## src/shared/fcctl_defines.vh

```
// Purpose: constants of the flash code control and status block
// Assumes: byte-wide register port, 100 MHz core_clk
// Notes:   offsets are byte addresses on the local register port
`ifndef FCCTL_DEFINES_VH
`define FCCTL_DEFINES_VH

// =====================================================================
// register offsets
`define FCCTL_ADDR_CTRL      8'h00
`define FCCTL_ADDR_IRQ_STAT  8'h01
`define FCCTL_ADDR_IRQ_EN    8'h02
`define FCCTL_ADDR_IRQ_CLR   8'h03
`define FCCTL_ADDR_DL_STAT   8'h04

// =====================================================================
// control register fields
`define FCCTL_BIT_ONE        7
`define FCCTL_BIT_FAULT      4
`define FCCTL_BIT_REQ        0
`define FCCTL_CTRL_FIXED     8'h80

// =====================================================================
// interrupt status fields
`define FCCTL_IRQ_W          3
`define FCCTL_IRQ_FAULT      0
`define FCCTL_IRQ_DONE       1
`define FCCTL_IRQ_REFUSE     2
`define FCCTL_IRQ_RST        3'h0

// =====================================================================
// download status fields
`define FCCTL_DL_BUSY        0
`define FCCTL_DL_KEY_OK      1
`define FCCTL_DL_IN_RAM      2
`define FCCTL_DL_NO_EMUL     3
`define FCCTL_DL_ERASE       4

// =====================================================================
// values
`define FCCTL_UNLOCK_KEY     8'ha5
`define FCCTL_ROUTINE_LAST   8'hff
`define FCCTL_BYTE_ZERO      8'h00
`define FCCTL_WORD_ZERO      16'h0000

`endif

```

## src/hdl/fcctl_copy.v

```verilog
// Purpose: copies one internal routine from routine rom into on-chip ram
// Assumes: rom data one cycle after rom_rd
// Notes:   abort stops the copy at once, no done pulse
`timescale 1ns/1ps
`include "fcctl_defines.vh"

module fcctl_copy (
   // clock and reset
   input  wire        core_clk,
   input  wire        sys_rst,
   // control
   input  wire        start,
   input  wire        abort,
   input  wire        sel_erase,
   input  wire [7:0]  dest,
   output wire        busy,
   output wire        done,
   // routine rom
   output wire        rom_rd,
   output wire        rom_sel_erase,
   output wire [7:0]  rom_addr,
   input  wire [15:0] rom_data,
   // on-chip ram
   output wire        ram_wr,
   output wire [15:0] ram_addr,
   output wire [15:0] ram_wdata
);

   localparam ST_IDLE  = 2'h0;
   localparam ST_RUN   = 2'h1;
   localparam ST_DRAIN = 2'h2;

   reg  [1:0]  state_ff;
   reg  [1:0]  nxt_state;
   reg  [7:0]  idx_ff;
   reg  [7:0]  rd_idx_ff;
   reg         rd_vld_ff;
   reg         sel_ff;
   reg  [7:0]  dest_ff;
   reg         wr_ff;
   reg  [15:0] waddr_ff;
   reg  [15:0] wdata_ff;
   reg         done_ff;

   // =====================================================================
   // sequencer
   always @* begin
      nxt_state = state_ff;
      case (state_ff)
         ST_IDLE: begin
            if (start) begin
               nxt_state = ST_RUN;
            end
         end
         ST_RUN: begin
            if (idx_ff == `FCCTL_ROUTINE_LAST) begin
               nxt_state = ST_DRAIN;
            end
         end
         ST_DRAIN: begin
            if (!rd_vld_ff && !wr_ff) begin
               nxt_state = ST_IDLE;
            end
         end
         default: begin
            nxt_state = ST_IDLE;
         end
      endcase
      if (abort) begin
         nxt_state = ST_IDLE;
      end
   end

   // =====================================================================
   // datapath
   always @(posedge core_clk) begin
      if (sys_rst || abort) begin
         state_ff  <= ST_IDLE;
         idx_ff    <= `FCCTL_BYTE_ZERO;
         rd_idx_ff <= `FCCTL_BYTE_ZERO;
         rd_vld_ff <= 1'b0;
         sel_ff    <= 1'b0;
         dest_ff   <= `FCCTL_BYTE_ZERO;
         wr_ff     <= 1'b0;
         waddr_ff  <= `FCCTL_WORD_ZERO;
         wdata_ff  <= `FCCTL_WORD_ZERO;
         done_ff   <= 1'b0;
      end else begin
         state_ff  <= nxt_state;
         rd_vld_ff <= (state_ff == ST_RUN);
         rd_idx_ff <= idx_ff;
         wr_ff     <= rd_vld_ff;
         done_ff   <= rd_vld_ff && (rd_idx_ff == `FCCTL_ROUTINE_LAST);
         if (rd_vld_ff) begin
            waddr_ff <= {dest_ff, rd_idx_ff};
            wdata_ff <= rom_data;
         end
         if (state_ff == ST_IDLE && start) begin
            idx_ff  <= `FCCTL_BYTE_ZERO;
            sel_ff  <= sel_erase;
            dest_ff <= dest;
         end else if (state_ff == ST_RUN) begin
            idx_ff <= idx_ff + 8'h01;
         end
      end
   end

   assign rom_rd        = (state_ff == ST_RUN);
   assign rom_sel_erase = sel_ff;
   assign rom_addr      = idx_ff;
   assign ram_wr        = wr_ff;
   assign ram_addr      = waddr_ff;
   assign ram_wdata     = wdata_ff;
   assign busy          = (state_ff != ST_IDLE);
   assign done          = done_ff;

endmodule // fcctl_copy

```

## src/hdl/fcctl_sync.v

```verilog
// Purpose: three-stage input synchroniser with agreement filter
// Assumes: asynchronous level input
// Notes:   output follows once stages two and three agree
`timescale 1ns/1ps

module fcctl_sync (
   // clock and reset
   input  wire core_clk,
   input  wire sys_rst,
   // level in and out
   input  wire async_in,
   output wire sync_out
);

   reg s1_ff;
   reg s2_ff;
   reg s3_ff;
   reg out_ff;

   // =====================================================================
   // stages
   always @(posedge core_clk) begin
      if (sys_rst) begin
         s1_ff  <= 1'b0;
         s2_ff  <= 1'b0;
         s3_ff  <= 1'b0;
         out_ff <= 1'b0;
      end else begin
         s1_ff <= async_in;
         s2_ff <= s1_ff;
         s3_ff <= s2_ff;
         if (s2_ff == s3_ff) begin
            out_ff <= s3_ff;
         end
      end
   end

   assign sync_out = out_ff;

endmodule // fcctl_sync

```

## src/hdl/fcctl_top.v

```verilog
// Purpose: flash code control and status register with routine download
// Assumes: fault and mode inputs on core_clk, hardware standby from a pin
// Notes:   sys_rst acts as the power-on reset
//          fault set beats a same-cycle standby clear
//          standby and watch entry abort a running copy
//          interrupt set beats a same-cycle clear write
//
// Summary of operation
// - flash fault sets the fault flag at bit 4; set flag forces error protection
// - fault flag at 0 means normal operation, error protection off
// - fault flag cleared only by power-on reset or hardware standby entry
// - software standby and watch entry leave the fault flag unchanged
// - reserved bits 3 to 1 read 0; software writes 0 there
// - accepted download request copies selected routine to ram at destination
// - download request accepted only while key holds a5
// - download request accepted only when written from on-chip ram
// - download request accepted only with ram emulation select at 0
// - download request clears on completion; it never reads as 1
`timescale 1ns/1ps
`include "fcctl_defines.vh"

module fcctl_top (
   // clock and reset
   input  wire        core_clk,
   input  wire        sys_rst,
   // register port
   input  wire [7:0]  reg_addr,
   input  wire [7:0]  reg_wdata,
   input  wire        reg_wr,
   input  wire        reg_rd,
   output wire [7:0]  reg_rdata,
   // flash macro and mode inputs
   input  wire        flash_fault_event,
   input  wire        hw_standby_pin,
   input  wire        sw_standby_entry,
   input  wire        watch_entry,
   // sibling register values
   input  wire [7:0]  unlock_key_register,
   input  wire        program_routine_select,
   input  wire        erase_routine_select,
   input  wire [7:0]  download_destination,
   input  wire        ram_emulation_select,
   input  wire        exec_from_ram,
   // routine rom
   output wire        rom_rd,
   output wire        rom_sel_erase,
   output wire [7:0]  rom_addr,
   input  wire [15:0] rom_data,
   // on-chip ram
   output wire        ram_wr,
   output wire [15:0] ram_addr,
   output wire [15:0] ram_wdata,
   // status outputs
   output wire        error_protect,
   output wire        download_busy,
   output wire        download_done,
   output wire        irq
);

   // =====================================================================
   // declarations
   // standby
   wire                    hw_standby;
   reg                     hw_standby_d_ff;
   wire                    hw_standby_entry;
   wire                    soft_init;

   // fault flag
   wire                    fault_raise;
   wire                    fault_clear;
   reg                     fault_ff;
   reg                     nxt_fault;

   // interrupts
   reg  [`FCCTL_IRQ_W-1:0] irq_stat_ff;
   reg  [`FCCTL_IRQ_W-1:0] nxt_irq_stat;
   reg  [`FCCTL_IRQ_W-1:0] irq_en_ff;
   reg  [`FCCTL_IRQ_W-1:0] irq_set;
   reg  [`FCCTL_IRQ_W-1:0] irq_clr;
   wire                    ev_fault;
   wire                    ev_done;
   wire                    ev_refuse;
   wire                    wr_irq_en;
   wire                    wr_irq_clr;

   // download
   wire                    wr_ctrl;
   wire                    req_write;
   wire                    gate_ok;
   wire                    routine_ok;
   wire                    engine_free;
   wire                    mode_idle;
   wire                    dl_start;
   wire                    dl_refused;
   wire                    copy_busy;
   wire                    copy_done;
   wire                    sel_erase;

   // read data
   reg  [7:0]              rdata_ff;
   reg  [7:0]              nxt_rdata;
   wire                    key_ok;
   wire [7:0]              ctrl_img;
   wire [7:0]              irq_stat_img;
   wire [7:0]              irq_en_img;
   wire [7:0]              dl_stat_img;

   // =====================================================================
   // functions
   function gates_met;
      input [7:0] key;
      input       in_ram;
      input       emul;
      begin
         gates_met = (key == `FCCTL_UNLOCK_KEY) && in_ram && !emul;
      end
   endfunction

   function [7:0] ctrl_image;
      input fault;
      reg   [7:0] v;
      begin
         v                   = `FCCTL_CTRL_FIXED;
         v[`FCCTL_BIT_FAULT] = fault;
         v[`FCCTL_BIT_REQ]   = 1'b0;
         ctrl_image          = v;
      end
   endfunction

   function wr_hit;
      input       wr;
      input [7:0] addr;
      input [7:0] target;
      begin
         wr_hit = wr && (addr == target);
      end
   endfunction

   function erase_pick;
      input prog;
      input erase;
      begin
         erase_pick = !prog && erase;
      end
   endfunction

   function [7:0] pad_irq;
      input [`FCCTL_IRQ_W-1:0] bits;
      reg   [7:0]              v;
      begin
         v                   = `FCCTL_BYTE_ZERO;
         v[`FCCTL_IRQ_W-1:0] = bits;
         pad_irq             = v;
      end
   endfunction

   function [7:0] dl_image;
      input       busy;
      input       key_good;
      input       in_ram;
      input       emul;
      input       erase;
      reg   [7:0] v;
      begin
         v                    = `FCCTL_BYTE_ZERO;
         v[`FCCTL_DL_BUSY]    = busy;
         v[`FCCTL_DL_KEY_OK]  = key_good;
         v[`FCCTL_DL_IN_RAM]  = in_ram;
         v[`FCCTL_DL_NO_EMUL] = !emul;
         v[`FCCTL_DL_ERASE]   = erase;
         dl_image             = v;
      end
   endfunction

   // =====================================================================
   // hardware standby synchroniser
   fcctl_sync u_hw_standby_sync (
      .core_clk (core_clk),
      .sys_rst  (sys_rst),
      .async_in (hw_standby_pin),
      .sync_out (hw_standby)
   );

   always @(posedge core_clk) begin
      if (sys_rst) begin
         hw_standby_d_ff <= 1'b0;
      end else begin
         hw_standby_d_ff <= hw_standby;
      end
   end

   assign hw_standby_entry = hw_standby && !hw_standby_d_ff;
   assign soft_init        = sw_standby_entry || watch_entry || hw_standby;

   // =====================================================================
   // fault flag
   assign fault_raise = flash_fault_event;
   assign fault_clear = hw_standby_entry;

   always @* begin
      nxt_fault = fault_ff;
      if (fault_clear) begin
         nxt_fault = 1'b0;
      end
      if (fault_raise) begin
         nxt_fault = 1'b1;
      end
   end

   always @(posedge core_clk) begin
      if (sys_rst) begin
         fault_ff <= 1'b0;
      end else begin
         fault_ff <= nxt_fault;
      end
   end

   assign error_protect = fault_ff;

   // =====================================================================
   // download request gating
   assign wr_ctrl     = wr_hit(reg_wr, reg_addr, `FCCTL_ADDR_CTRL);
   assign wr_irq_en   = wr_hit(reg_wr, reg_addr, `FCCTL_ADDR_IRQ_EN);
   assign wr_irq_clr  = wr_hit(reg_wr, reg_addr, `FCCTL_ADDR_IRQ_CLR);
   assign req_write   = wr_ctrl && reg_wdata[`FCCTL_BIT_REQ];
   assign gate_ok     = gates_met(unlock_key_register, exec_from_ram,
                                  ram_emulation_select);
   assign routine_ok  = program_routine_select || erase_routine_select;
   assign sel_erase   = erase_pick(program_routine_select, erase_routine_select);
   assign engine_free = !copy_busy;
   assign mode_idle   = !soft_init;
   assign dl_start    = req_write && gate_ok && routine_ok && engine_free
                        && mode_idle;
   assign dl_refused  = req_write && !dl_start;

   // =====================================================================
   // routine copy engine
   fcctl_copy u_copy (
      .core_clk      (core_clk),
      .sys_rst       (sys_rst),
      .start         (dl_start),
      .abort         (soft_init),
      .sel_erase     (sel_erase),
      .dest          (download_destination),
      .busy          (copy_busy),
      .done          (copy_done),
      .rom_rd        (rom_rd),
      .rom_sel_erase (rom_sel_erase),
      .rom_addr      (rom_addr),
      .rom_data      (rom_data),
      .ram_wr        (ram_wr),
      .ram_addr      (ram_addr),
      .ram_wdata     (ram_wdata)
   );

   assign download_busy = copy_busy;
   assign download_done = copy_done;

   // =====================================================================
   // interrupt status, enable and clear
   assign ev_fault  = fault_raise && !fault_ff;
   assign ev_done   = copy_done;
   assign ev_refuse = dl_refused;

   always @* begin
      irq_set                    = `FCCTL_IRQ_RST;
      irq_set[`FCCTL_IRQ_FAULT]  = ev_fault;
      irq_set[`FCCTL_IRQ_DONE]   = ev_done;
      irq_set[`FCCTL_IRQ_REFUSE] = ev_refuse;
      irq_clr                    = `FCCTL_IRQ_RST;
      if (wr_irq_clr) begin
         irq_clr = reg_wdata[`FCCTL_IRQ_W-1:0];
      end
      nxt_irq_stat = (irq_stat_ff & ~irq_clr) | irq_set;
   end

   // sticky status
   always @(posedge core_clk) begin
      if (sys_rst) begin
         irq_stat_ff <= `FCCTL_IRQ_RST;
      end else if (soft_init) begin
         irq_stat_ff <= irq_set;
      end else begin
         irq_stat_ff <= nxt_irq_stat;
      end
   end

   // enable
   always @(posedge core_clk) begin
      if (sys_rst) begin
         irq_en_ff <= `FCCTL_IRQ_RST;
      end else if (soft_init) begin
         irq_en_ff <= `FCCTL_IRQ_RST;
      end else if (wr_irq_en) begin
         irq_en_ff <= reg_wdata[`FCCTL_IRQ_W-1:0];
      end
   end

   assign irq = |(irq_stat_ff & irq_en_ff);

   // =====================================================================
   // register images
   assign key_ok       = (unlock_key_register == `FCCTL_UNLOCK_KEY);
   assign ctrl_img     = ctrl_image(fault_ff);
   assign irq_stat_img = pad_irq(irq_stat_ff);
   assign irq_en_img   = pad_irq(irq_en_ff);
   assign dl_stat_img  = dl_image(copy_busy, key_ok, exec_from_ram,
                                  ram_emulation_select, rom_sel_erase);

   // =====================================================================
   // read data, valid only in the cycle after the read strobe
   always @* begin
      nxt_rdata = `FCCTL_BYTE_ZERO;
      if (reg_rd) begin
         case (reg_addr)
            `FCCTL_ADDR_CTRL: begin
               nxt_rdata = ctrl_img;
            end
            `FCCTL_ADDR_IRQ_STAT: begin
               nxt_rdata = irq_stat_img;
            end
            `FCCTL_ADDR_IRQ_EN: begin
               nxt_rdata = irq_en_img;
            end
            `FCCTL_ADDR_DL_STAT: begin
               nxt_rdata = dl_stat_img;
            end
            default: begin
               nxt_rdata = `FCCTL_BYTE_ZERO;
            end
         endcase
      end
   end

   always @(posedge core_clk) begin
      if (sys_rst) begin
         rdata_ff <= `FCCTL_BYTE_ZERO;
      end else begin
         rdata_ff <= nxt_rdata;
      end
   end

   assign reg_rdata = rdata_ff;

endmodule // fcctl_top

```

## config.mk

```make
export PLATFORM = sky130hd
export DESIGN_NAME = fcctl_top
export DESIGN_NICKNAME = d
export VERILOG_FILES = /design/src/hdl/fcctl_copy.v /design/src/hdl/fcctl_sync.v /design/src/hdl/fcctl_top.v
export VERILOG_INCLUDE_DIRS = /design/src /design/src/shared
export SDC_FILE = /design/constraint.sdc
export NUM_CORES = 1
export LEC_CHECK = 0
export ABC_AREA = 1
export BUFFER_PORTS_ARGS = -buffer_cell sky130_fd_sc_hd__buf_2
export CAP_MARGIN = 20
export CORE_ASPECT_RATIO = 1.25
export CORE_MARGIN = 5
export CORE_UTILIZATION = 44
export DETAILED_ROUTE_END_ITERATION = 10
export PLACE_DENSITY = 0.8
export SLEW_MARGIN = 20
export SYNTH_ARGS = -nofsm -noshare
export SYNTH_HDL_FRONTEND = slang
export SYNTH_SLANG_ARGS = --single-unit
```

## constraint.sdc

```tcl
create_clock -name core_clk -period 1.2 [get_ports core_clk]
set_clock_uncertainty 0.15 [all_clocks]
set_input_delay 0.12 -clock core_clk [delete_from_list [all_inputs] [get_ports core_clk]]
set_output_delay 0.12 -clock core_clk [all_outputs]
set_load 0.005 [all_outputs]
```

==> impl_metrics.json, run 1 <==
{
  "status": "complete, but fails checks",
  "violations": "setup timing",
  "synth_top_area_share_pct": 49.7,
  "synth_cell_types": 31,
  "syn_area_per_cell_um2": 7.55,
  "async_reset_ff_share_pct": 0,
  "reg2reg_slack_ns": -0.35,
  "dieArea_um2": 9140,
  "synth_compound_area_share_pct": 8.70,
  "viasPerCell": 5.34,
  "end_kind": "flop",
  "maxCapViolations": 0,
  "n_antenna_cell": 0,
  "antenna_left": 0,
  "antenna_found_initial": 0,
  "synthXorXnorAreaFrac_pct": 1.90,
  "finalNetCount": 688,
  "ys_seq_area_share_pct": 49.7,
  "worstSetupPathType": "reg -> reg",
  "crit_path_start_kind": "flop",
  "period_needed_ns": 1.55,
  "timing.fmax_mhz": 645,
  "synth_area_leaders": "dfxtp_1 50%, nand2_1 12%, nor2_1 6.5%",
  "core-area_um2": 7270,
  "syn_area_um2": 3220,
  "ys_ff_latch": 80,
  "ios": 115,
  "synthTopCellsByCount": "105 x nand2_1, 80 x dfxtp_1, 56 x nor2_1",
  "holdPathEnd": "irq_en_ff[0]",
  "path_clk_slew_ns": 0.09,
  "synth_area_leader_cell": "dfxtp_1",
  "slew_viol_final": 0,
  "areaGrowthSynthToFinish_pct": 69.3,
  "cellLeakagePower_uw": 0.00225,
  "place_congestion": 0.845,
  "post-route-util_pct": 75.0,
  "synth_ff_type": "dfxtp_1",
  "grt_pass1_vias": 3928,
  "die_x_um": 86.5,
  "slowest_delay_ns": 0.34,
  "cts.sinks": 80,
  "synthSimpleGateAreaFrac_pct": 31.6,
  "die_h_um": 106,
  "min-delay-start": "reg_wdata[0]",
  "fp-row-count": 35,
  "synth.most_common_cell": "nand2_1",
  "grt_max_degree": 28,
  "critPathMaxFanout": 8,
  "wl_per_cell_um": 17.0,
  "layout-drive-gt1-share_pct": 49.2,
  "r2r_cells": 10,
  "finalSetupViolCount": 75,
  "cts_inserted_buffers": 9,
  "irDropWorstVdd_mv": 0.760,
  "crit_chain": "buf_6 -> inv_2 -> nand2_2 -> nor2_2 -> nand3_1 -> nor2_4 -> buf_12 -> nand3_2 -> nand2_1 -> nor2_1",
  "grtUsageTotal_pct": 24.6,
  "p_per_area_nw_per_um2": 916,
  "final-hold-violation-count": 0,
  "yosys_warnings": 0,
  "finalPower_uw": 4990,
  "insertion_delay_ns": 0.36,
  "drc": 0,
  "fin_crit_sh_pct": 129,
  "grt_overflow": 0,
  "finalWorstSetupSlack_ns": -0.350,
  "r2r-end": "u_copy.dest_ff[5]",
  "grt_first_pass_wirelength_um": 17900,
  "synth_edf_count": 0,
  "muxShareOfSynthArea_pct": 0,
  "min-delay-path-class": "in -> reg",
  "crit_arrival_ns": 1.67,
  "slowest_stage": "dfxtp_2",
  "drt_iter0_drc": 271,
  "synth_cells": 427,
  "synth_top_family_by_area": "simple AND/OR/NAND/NOR gates",
  "rsz0062_at_grt": "true",
  "start_util_pct": 44.3,
  "h-tree-depth": 3,
  "first_pass_iters": 6,
  "clockBufferDepth": 2,
  "r2r-start": "u_copy.state_ff[1]",
  "required_ns": 1.32,
  "place_hpwl_um": 6330,
  "io_buffers": 107,
  "routed_wl_um": 12300,
  "hold_path_depth": 4,
  "ctsRootBufferMaster": "clkbuf_8",
  "synthAdderAreaFrac_pct": 0.388,
  "cts_tree": "yes",
  "vias": 3866
}
## worst max-delay path, delay by kind of cell, from the launching register on
| family | cells | cell delay (ns) |
|---|---|---|
| flip-flops | 1 | 0.34 |
| AND/OR/NAND/NOR | 7 | 0.66 |
| buffers and inverters | 3 | 0.31 |
## state kept, by name (all words and copies together) (netlist names), 2 cells and up
name,count
u_copy.ram_wdata,16
u_copy.rom_addr,8
reg_rdata,6
u_copy.dest_ff,8
u_copy.state_ff,2
irq_stat_ff,3
irq_en_ff,3
u_copy.rd_idx_ff,8
u_copy.ram_addr,16
## where the power goes
group          internal (uW)  switching, uW
sequential              2660           7.15
clock                    768           1090
combinational            247            227
total                   3670           1320
## layout by cell type (no fill, tap or decap), drive strengths merged
| cell | count |
|---|---|
| ha | 1 |
| nand2 | 110 |
| clkinvlp | 2 |
| inv | 47 |
| o211ai | 1 |
| nand3b | 1 |
| conb | 2 |
| buf | 167 |
| o221ai | 1 |
| clkbuf | 10 |
| nand3 | 24 |
| nor4 | 1 |
| dlygate4sd3 | 34 |
| nor3 | 7 |
| dfxtp | 80 |
| clkinv | 4 |
| a21oi | 41 |
| o21ai | 11 |
| nand4 | 5 |
| nor2 | 75 |
| or2 | 1 |
| xor2 | 7 |
## area by class of cell
type | count | area [um^2]
clock buffers | 9 | 124
clock inverters | 7 | 55.1
fillers | 466 | 1820
inverters | 46 | 193
multi-input cells | 288 | 1780
flip-flops and latches | 80 | 1620
well taps | 92 | 115
repair buffers | 202 | 1560
## logic make-up after synthesis
group,count (synthesis)
buffers and inverters,61
other,1
flip-flops,80
XOR/XNOR,7
adder cells (fa/ha/maj),1
AO/OA/AOI/OAI,54
AND/OR/NAND/NOR,223
## through the flow
stage | instance area (um^2) | cells | hold slack (ns) | setup WS, ns | setup TNS (ns)
CTS | 5300 | 723 | 0.00910 | -0.265 | -12.89
global placement | 4210 | 658 | 0.180 | -0.160 | -7.76
finish | 5450 | 724 | 0.0140 | -0.350 | -18.42
global route | 5450 | 724 | 0.00752 | -0.422 | -23.63
detailed placement | 4210 | 658 | 0.188 | -0.213 | -9.86
floorplan | 3250 | 428 | 0.0493 | -0.138 | -5.96
## worst max path at each step
| stage | slack, ns | end | from |
|---|---|---|---|
| floorplan | -0.14 | u_copy.rom_addr[0] | u_copy.state_ff[0] |
| global placement | -0.16 | u_copy.rom_addr[3] | reg_addr[7] |
| detailed placement | -0.21 | u_copy.dest_ff[3] | u_hw_standby_sync.sync_out |
| CTS | -0.27 | rom_rd | u_copy.state_ff[1] |
| global route | -0.42 | u_copy.dest_ff[1] | u_copy.state_ff[1] |
| finish | -0.35 | u_copy.dest_ff[5] | u_copy.state_ff[1] |
## routing by layer
| layer | vias to the layer above | share of wire [%] | wire length [um] | global-route usage [%] |
|---|---|---|---|---|
| li1 | 1740 | - | - | - |
| met1 | 1801 | 36 | 4380 | 26.2 |
| met2 | 246 | 51 | 6270 | 44.1 |
| met3 | 79 | 7.4 | 917 | 4.77 |
| met4 | 0 | 6.1 | 756 | 13.7 |
| met5 | - | 0 | 0 | 0 |
## timing repair
item,CTS,global route
buffers inserted,12,4
gates cloned,4,2
hold endpoints to repair,37,0
hold buffers,34,0
setup endpoints to repair,75,79
gates resized for setup,107,49
pin swaps,13,12
Power figures use the tool's default switching activity.
==> run 2, diff against run 1 <==
--- a/config.mk
+++ b/config.mk
@@ -11,9 +11,9 @@
 export CAP_MARGIN = 20
 export CORE_ASPECT_RATIO = 1.25
 export CORE_MARGIN = 5
-export CORE_UTILIZATION = 44
+export CORE_UTILIZATION = 49
 export DETAILED_ROUTE_END_ITERATION = 10
-export PLACE_DENSITY = 0.8
+export PLACE_DENSITY = 0.84
 export SLEW_MARGIN = 20
 export SYNTH_ARGS = -nofsm -noshare
 export SYNTH_HDL_FRONTEND = slang
==> constraint.sdc (replaced) <==
create_clock -name core_clk -period 1.7 [get_ports core_clk]
set_clock_uncertainty 0.15 [all_clocks]
set_input_delay 0.17 -clock core_clk [delete_from_list [all_inputs] [get_ports core_clk]]
set_output_delay 0.17 -clock core_clk [all_outputs]
set_load 0.005 [all_outputs]
==> impl_metrics.json, run 2 (same netlist as run 1, synthesis figures left out) <==
{
  "required_ns": 1.79,
  "wl_per_cell_um": 12.4,
  "drc": 0,
  "worstSetupPathType": "in -> reg",
  "viasPerCell": 4.83,
  "fin_tns_setup_ns": 0,
  "io_buffers": 107,
  "grt_pass1_vias": 3015,
  "dieArea_um2": 8310,
  "ios": 115,
  "cts_tree": "yes",
  "place_congestion": 0.819,
  "dpl_cell_area_um2": 3860,
  "insertion_delay_ns": 0.35,
  "regArea_um2": 1600,
  "path_clk_slew_ns": 0.08,
  "core-area_um2": 6480,
  "start_util_pct": 49.7,
  "grt_first_pass_wirelength_um": 13200,
  "cellLeakagePower_uw": 0.00187,
  "fillerInstances": 545,
  "status": "finished clean",
  "end_kind": "flop",
  "p_per_area_nw_per_um2": 837,
  "post-place-cells": 613,
  "antenna_left": 0,
  "final_cells": 659,
  "die_x_um": 82.5,
  "fin_crit_sh_pct": 93.3,
  "period_needed_ns": 1.59,
  "critPathMaxFanout": 9,
  "slew_viol_final": 0,
  "grt_max_degree": 43,
  "grtUsageTotal_pct": 20.4,
  "irDropWorstVdd_mv": 0.741,
  "ctsRootBufferMaster": "clkbuf_8",
  "crit_arrival_ns": 1.68,
  "vias": 3181,
  "layout-drive-gt1-share_pct": 28.0,
  "final-hold-violation-count": 0,
  "multi_input_area_um2": 1380,
  "die_h_um": 101,
  "timing.fmax_mhz": 630,
  "maxCapViolations": 0,
  "min-delay-path-class": "in -> reg",
  "place_hpwl_um": 5650,
  "routed_wl_um": 8150,
  "first_pass_iters": 4,
  "grt_overflow": 0,
  "areaGrowthSynthToFinish_pct": 36.0,
  "cts_inserted_buffers": 9,
  "antenna_found_initial": 0,
  "h-tree-depth": 3,
  "finalNetCount": 627,
  "rsz0062_at_grt": "false",
  "final_cell_mix": "107 x buf_2, 105 x nand2_1, 80 x dfxtp_1",
  "cts.sinks": 80,
  "finalPower_uw": 3670,
  "post-cts-setup-buffers": 0,
  "finalInstanceArea_um2": 4380,
  "clockBufferDepth": 2,
  "crit_path_start_kind": "input port",
  "fp-row-count": 33,
  "finalSetupViolCount": 0,
  "layout_commonest_cell": "buf_2",
  "drt_iter0_drc": 163
}
## run 2: cell count changes in the layout (fill, tap and decap cells not counted), sizes merged
cell	before	now
buf	167	113
dlygate4sd3	34	29
bufinv	0	2
clkinv	4	2
clkinvlp	2	0
clkbuf	10	11
diode	0	1
nor2	75	74
## run 2: what timing repair did
item,4_1_cts,5_1_grt
gates resized for setup,1,0
hold endpoints to repair,28,0
hold buffers,29,0
setup endpoints to repair,1,0
## run 2: path summary, 6_finish.rpt
path	start	endpoint	slack, ns	cells after the start
worst max-delay path	ram_emulation_select	u_copy.rom_addr[7]	0.11	10
worst min-delay path	download_destination[0]	u_copy.dest_ff[0]	0.02	5
worst max register to register	u_copy.state_ff[1]	u_copy.rom_addr[7]	0.17	8
worst min register to register	u_hw_standby_sync.s1_ff	u_hw_standby_sync.s2_ff	0.26	2
## run 2: layout make-up
class / count / area share [%]
Sequential cell: 80 / 36.6
Multi-Input combinational cell: 287 / 31.5
Timing Repair Buffer: 142 / 20.2
Inverter: 46 / 4.00
Clock buffer: 11 / 3.23
Tap cell: 87 / 2.48
Clock inverter: 5 / 2.03
Antenna cell: 1 / 0.0571
## run 2: metal layers
layer | GRT usage [%] | share of wire [%] | vias up
met5 | 0 | 0 | -
met4 | 12.2 | 3.8 | 0
met3 | 4.03 | 4.9 | 27
met2 | 33.7 | 50 | 96
met1 | 24.1 | 41 | 1440
li1 | - | - | 1618
## run 2: worst max-delay path, cell delays in order
cell	delay (ns)
dlygate4sd3_1	0.54
buf_2	0.14
inv_1	0.05
nand2_1	0.05
nor2_1	0.10
nand3_1	0.12
nor2_4	0.23
nand2_4	0.12
nand2_8	0.12
nor2_2	0.05
## run 2: stage by stage
stage | hold slack [ns] | util, % | setup slack, ns
2_1_floorplan | 0.0993 | - | 0.327
3_3_place_gp | 0.221 | 59.5 | 0.0407
3_5_place_dp | 0.229 | 59.5 | -0.00775
4_1_cts | 0.00186 | 67.6 | 0.137
5_1_grt | 0.0204 | 67.6 | 0.0119
6_report | 0.0166 | 67.6 | 0.113
## run 2: where the power goes
group	total [uW]	internal [uW]	leakage, uW	switching, uW
Combinational	217	112	0.00111	105
Clock	1570	883	0.000116	686
Sequential	1880	1880	0.000645	2.69
Total	3670	2870	0.00187	794
==> run 3, diff against run 2 <==
--- a/config.mk
+++ b/config.mk
@@ -7,12 +7,13 @@
 export NUM_CORES = 1
 export LEC_CHECK = 0
 export ABC_AREA = 1
-export BUFFER_PORTS_ARGS = -buffer_cell sky130_fd_sc_hd__buf_2
+export BUFFER_PORTS_ARGS = -buffer_cell sky130_fd_sc_hd__buf_4
 export CAP_MARGIN = 20
 export CORE_ASPECT_RATIO = 1.25
 export CORE_MARGIN = 5
 export CORE_UTILIZATION = 49
 export DETAILED_ROUTE_END_ITERATION = 10
+export GPL_TIMING_DRIVEN = 0
 export PLACE_DENSITY = 0.84
 export SLEW_MARGIN = 20
 export SYNTH_ARGS = -nofsm -noshare
==> constraint.sdc (replaced) <==
create_clock -name core_clk -period 1.6 [get_ports core_clk]
set_clock_uncertainty 0.15 [all_clocks]
set_input_delay 0.16 -clock core_clk [delete_from_list [all_inputs] [get_ports core_clk]]
set_output_delay 0.16 -clock core_clk [all_outputs]
set_load 0.005 [all_outputs]
==> impl_metrics.json, run 3 (same netlist as run 1, synthesis figures left out) <==
{
  "viasPerCell": 4.92,
  "areaGrowthSynthToFinish_pct": 49.4,
  "worst_slew_pin_slew_ns": 0.510,
  "crit_path_start_kind": "flop",
  "post-place-cells": 621,
  "rsz0062_at_grt": "true",
  "status": "finished clean",
  "p_per_area_nw_per_um2": 815,
  "critPathMaxFanout": 8,
  "crit_arrival_ns": 1.67,
  "grt_max_degree": 15,
  "min-delay-path-class": "in -> reg",
  "final-hold-violation-count": 0,
  "worstSetupPathType": "reg -> reg",
  "wl_per_cell_um": 14.0,
  "place_congestion": 0.836,
  "fillerInstances": 463,
  "cts_inserted_buffers": 9,
  "start_util_pct": 49.7,
  "insertion_delay_ns": 0.35,
  "die_x_um": 82.5,
  "die_h_um": 101,
  "slowest_stage": "dfxtp_2",
  "slowest_delay_ns": 0.34,
  "routed_wl_um": 9450,
  "cts.sinks": 80,
  "slew_headroom_pct": 65.9,
  "place_hpwl_um": 6120,
  "slew_viol_final": 0,
  "final_cell_mix": "116 x buf_4, 100 x nand2_1, 77 x dfxtp_1",
  "fin_crit_sh_pct": 98.5,
  "grt_first_pass_wirelength_um": 14300,
  "finalSetupViolCount": 0,
  "drc": 0,
  "layout-drive-gt1-share_pct": 32.8,
  "grt_pass1_vias": 3251,
  "io_buffers": 106,
  "path_clk_slew_ns": 0.08,
  "layout_commonest_cell": "buf_4",
  "antenna_found_initial": 0,
  "vias": 3329,
  "cts_tree": "yes",
  "timing.fmax_mhz": 634,
  "irDropWorstVdd_mv": 0.972,
  "clockBufferDepth": 2,
  "period_needed_ns": 1.58,
  "h-tree-depth": 3,
  "antenna_left": 0,
  "crit_chain": "inv_2 -> nand2_2 -> nor2_2 -> nand3_2 -> nor2_4 -> nand2_4 -> nand2_8 -> nor2_2",
  "maxCapViolations": 0,
  "cellLeakagePower_uw": 0.00197,
  "ctsRootBufferMaster": "clkbuf_8",
  "end_kind": "flop",
  "grt_overflow": 0,
  "final_cells": 677,
  "crit_top_cell": "nor2_2",
  "regArea_um2": 1610,
  "multi_input_area_um2": 1450,
  "ios": 115,
  "first_pass_iters": 4,
  "finalPower_uw": 3930,
  "drt_iter0_drc": 156,
  "required_ns": 1.69,
  "grtUsageTotal_pct": 22.3,
  "core-area_um2": 6480,
  "dieArea_um2": 8310,
  "finalNetCount": 646,
  "fp-row-count": 33
}
run 3: changes by cell type in the layout (fill, tap and decap cells not counted), moves of 5 or more:
cell and change:
buf_4 +111, nand2_2 +5, nor2_1 -6, nand2_1 -5, buf_2 -103, nor2_2 +6
run 3: layout make-up:
cell class                 count  area share [%]
clock inverter                 6            1.95
multi-input combinational    289            30.2
buffer                        15            1.69
clock buffer                   9            2.57
antenna                        1          0.0520
timing repair buffer         144            24.3
inverter                      46            3.64
sequential                    80            33.3
tap                           87            2.26
run 3: routing by layer:
layer | track usage, % | vias up | part of all wire (%)
li1 | - | 1664 | -
met1 | 24.3 | 1527 | 38
met2 | 38.5 | 108 | 53
met3 | 5.28 | 30 | 5.2
met4 | 13.1 | 0 | 3.6
met5 | 0 | - | 0
run 3: per-stage QoR:
step	worst slack [ns]	hold WS (ns)	cell area [um^2]	utilization (%)	setup TNS, ns
2_1_floorplan	0.227	0.0893	3230	-	0
3_3_place_gp	0.0522	0.200	4130	63.7	0
3_5_place_dp	0.0116	0.205	4130	63.7	0
4_1_cts	0.000445	0.000111	4660	71.9	0
5_1_grt	-0.0495	0.00714	4810	74.2	-0.390
6_report	0.0233	0.00314	4810	74.3	0
run 3: timing repair:
| item | in CTS | in global routing |
|---|---|---|
| endpoints found under the hold margin | 31 | 0 |
| setup endpoints to repair | 0 | 59 |
| hold buffers | 31 | 0 |
| buffers inserted | 0 | 8 |
| resized for setup | 0 | 35 |
run 3: worst paths after layout:
kind         depth (start not counted)  slack [ns]                    start                 endpoint
max reg2reg                          8        0.02       u_copy.state_ff[0]       u_copy.rom_addr[3]
min                                  2       0.003                  sys_rst  u_hw_standby_sync.s2_ff
max                                  8        0.02       u_copy.state_ff[0]       u_copy.rom_addr[3]
min reg2reg                          2        0.26  u_hw_standby_sync.s1_ff  u_hw_standby_sync.s2_ff
run 3: report_power, final:
group / internal (uW) / switching [uW] / total, uW / leakage, uW
Clock: 883 / 744 / 1630 / 0.000111
Sequential: 2000 / 3.08 / 2000 / 0.000647
Combinational: 173 / 127 / 300 / 0.00121
run 3: worst max-delay path: cells and delay by family (launching register included):
| kind | cells | cell delay [ns] |
|---|---|---|
| AND/OR/NAND/NOR | 7 | 0.90 |
| buffers and inverters | 1 | 0.08 |
| flip-flops | 1 | 0.34 |
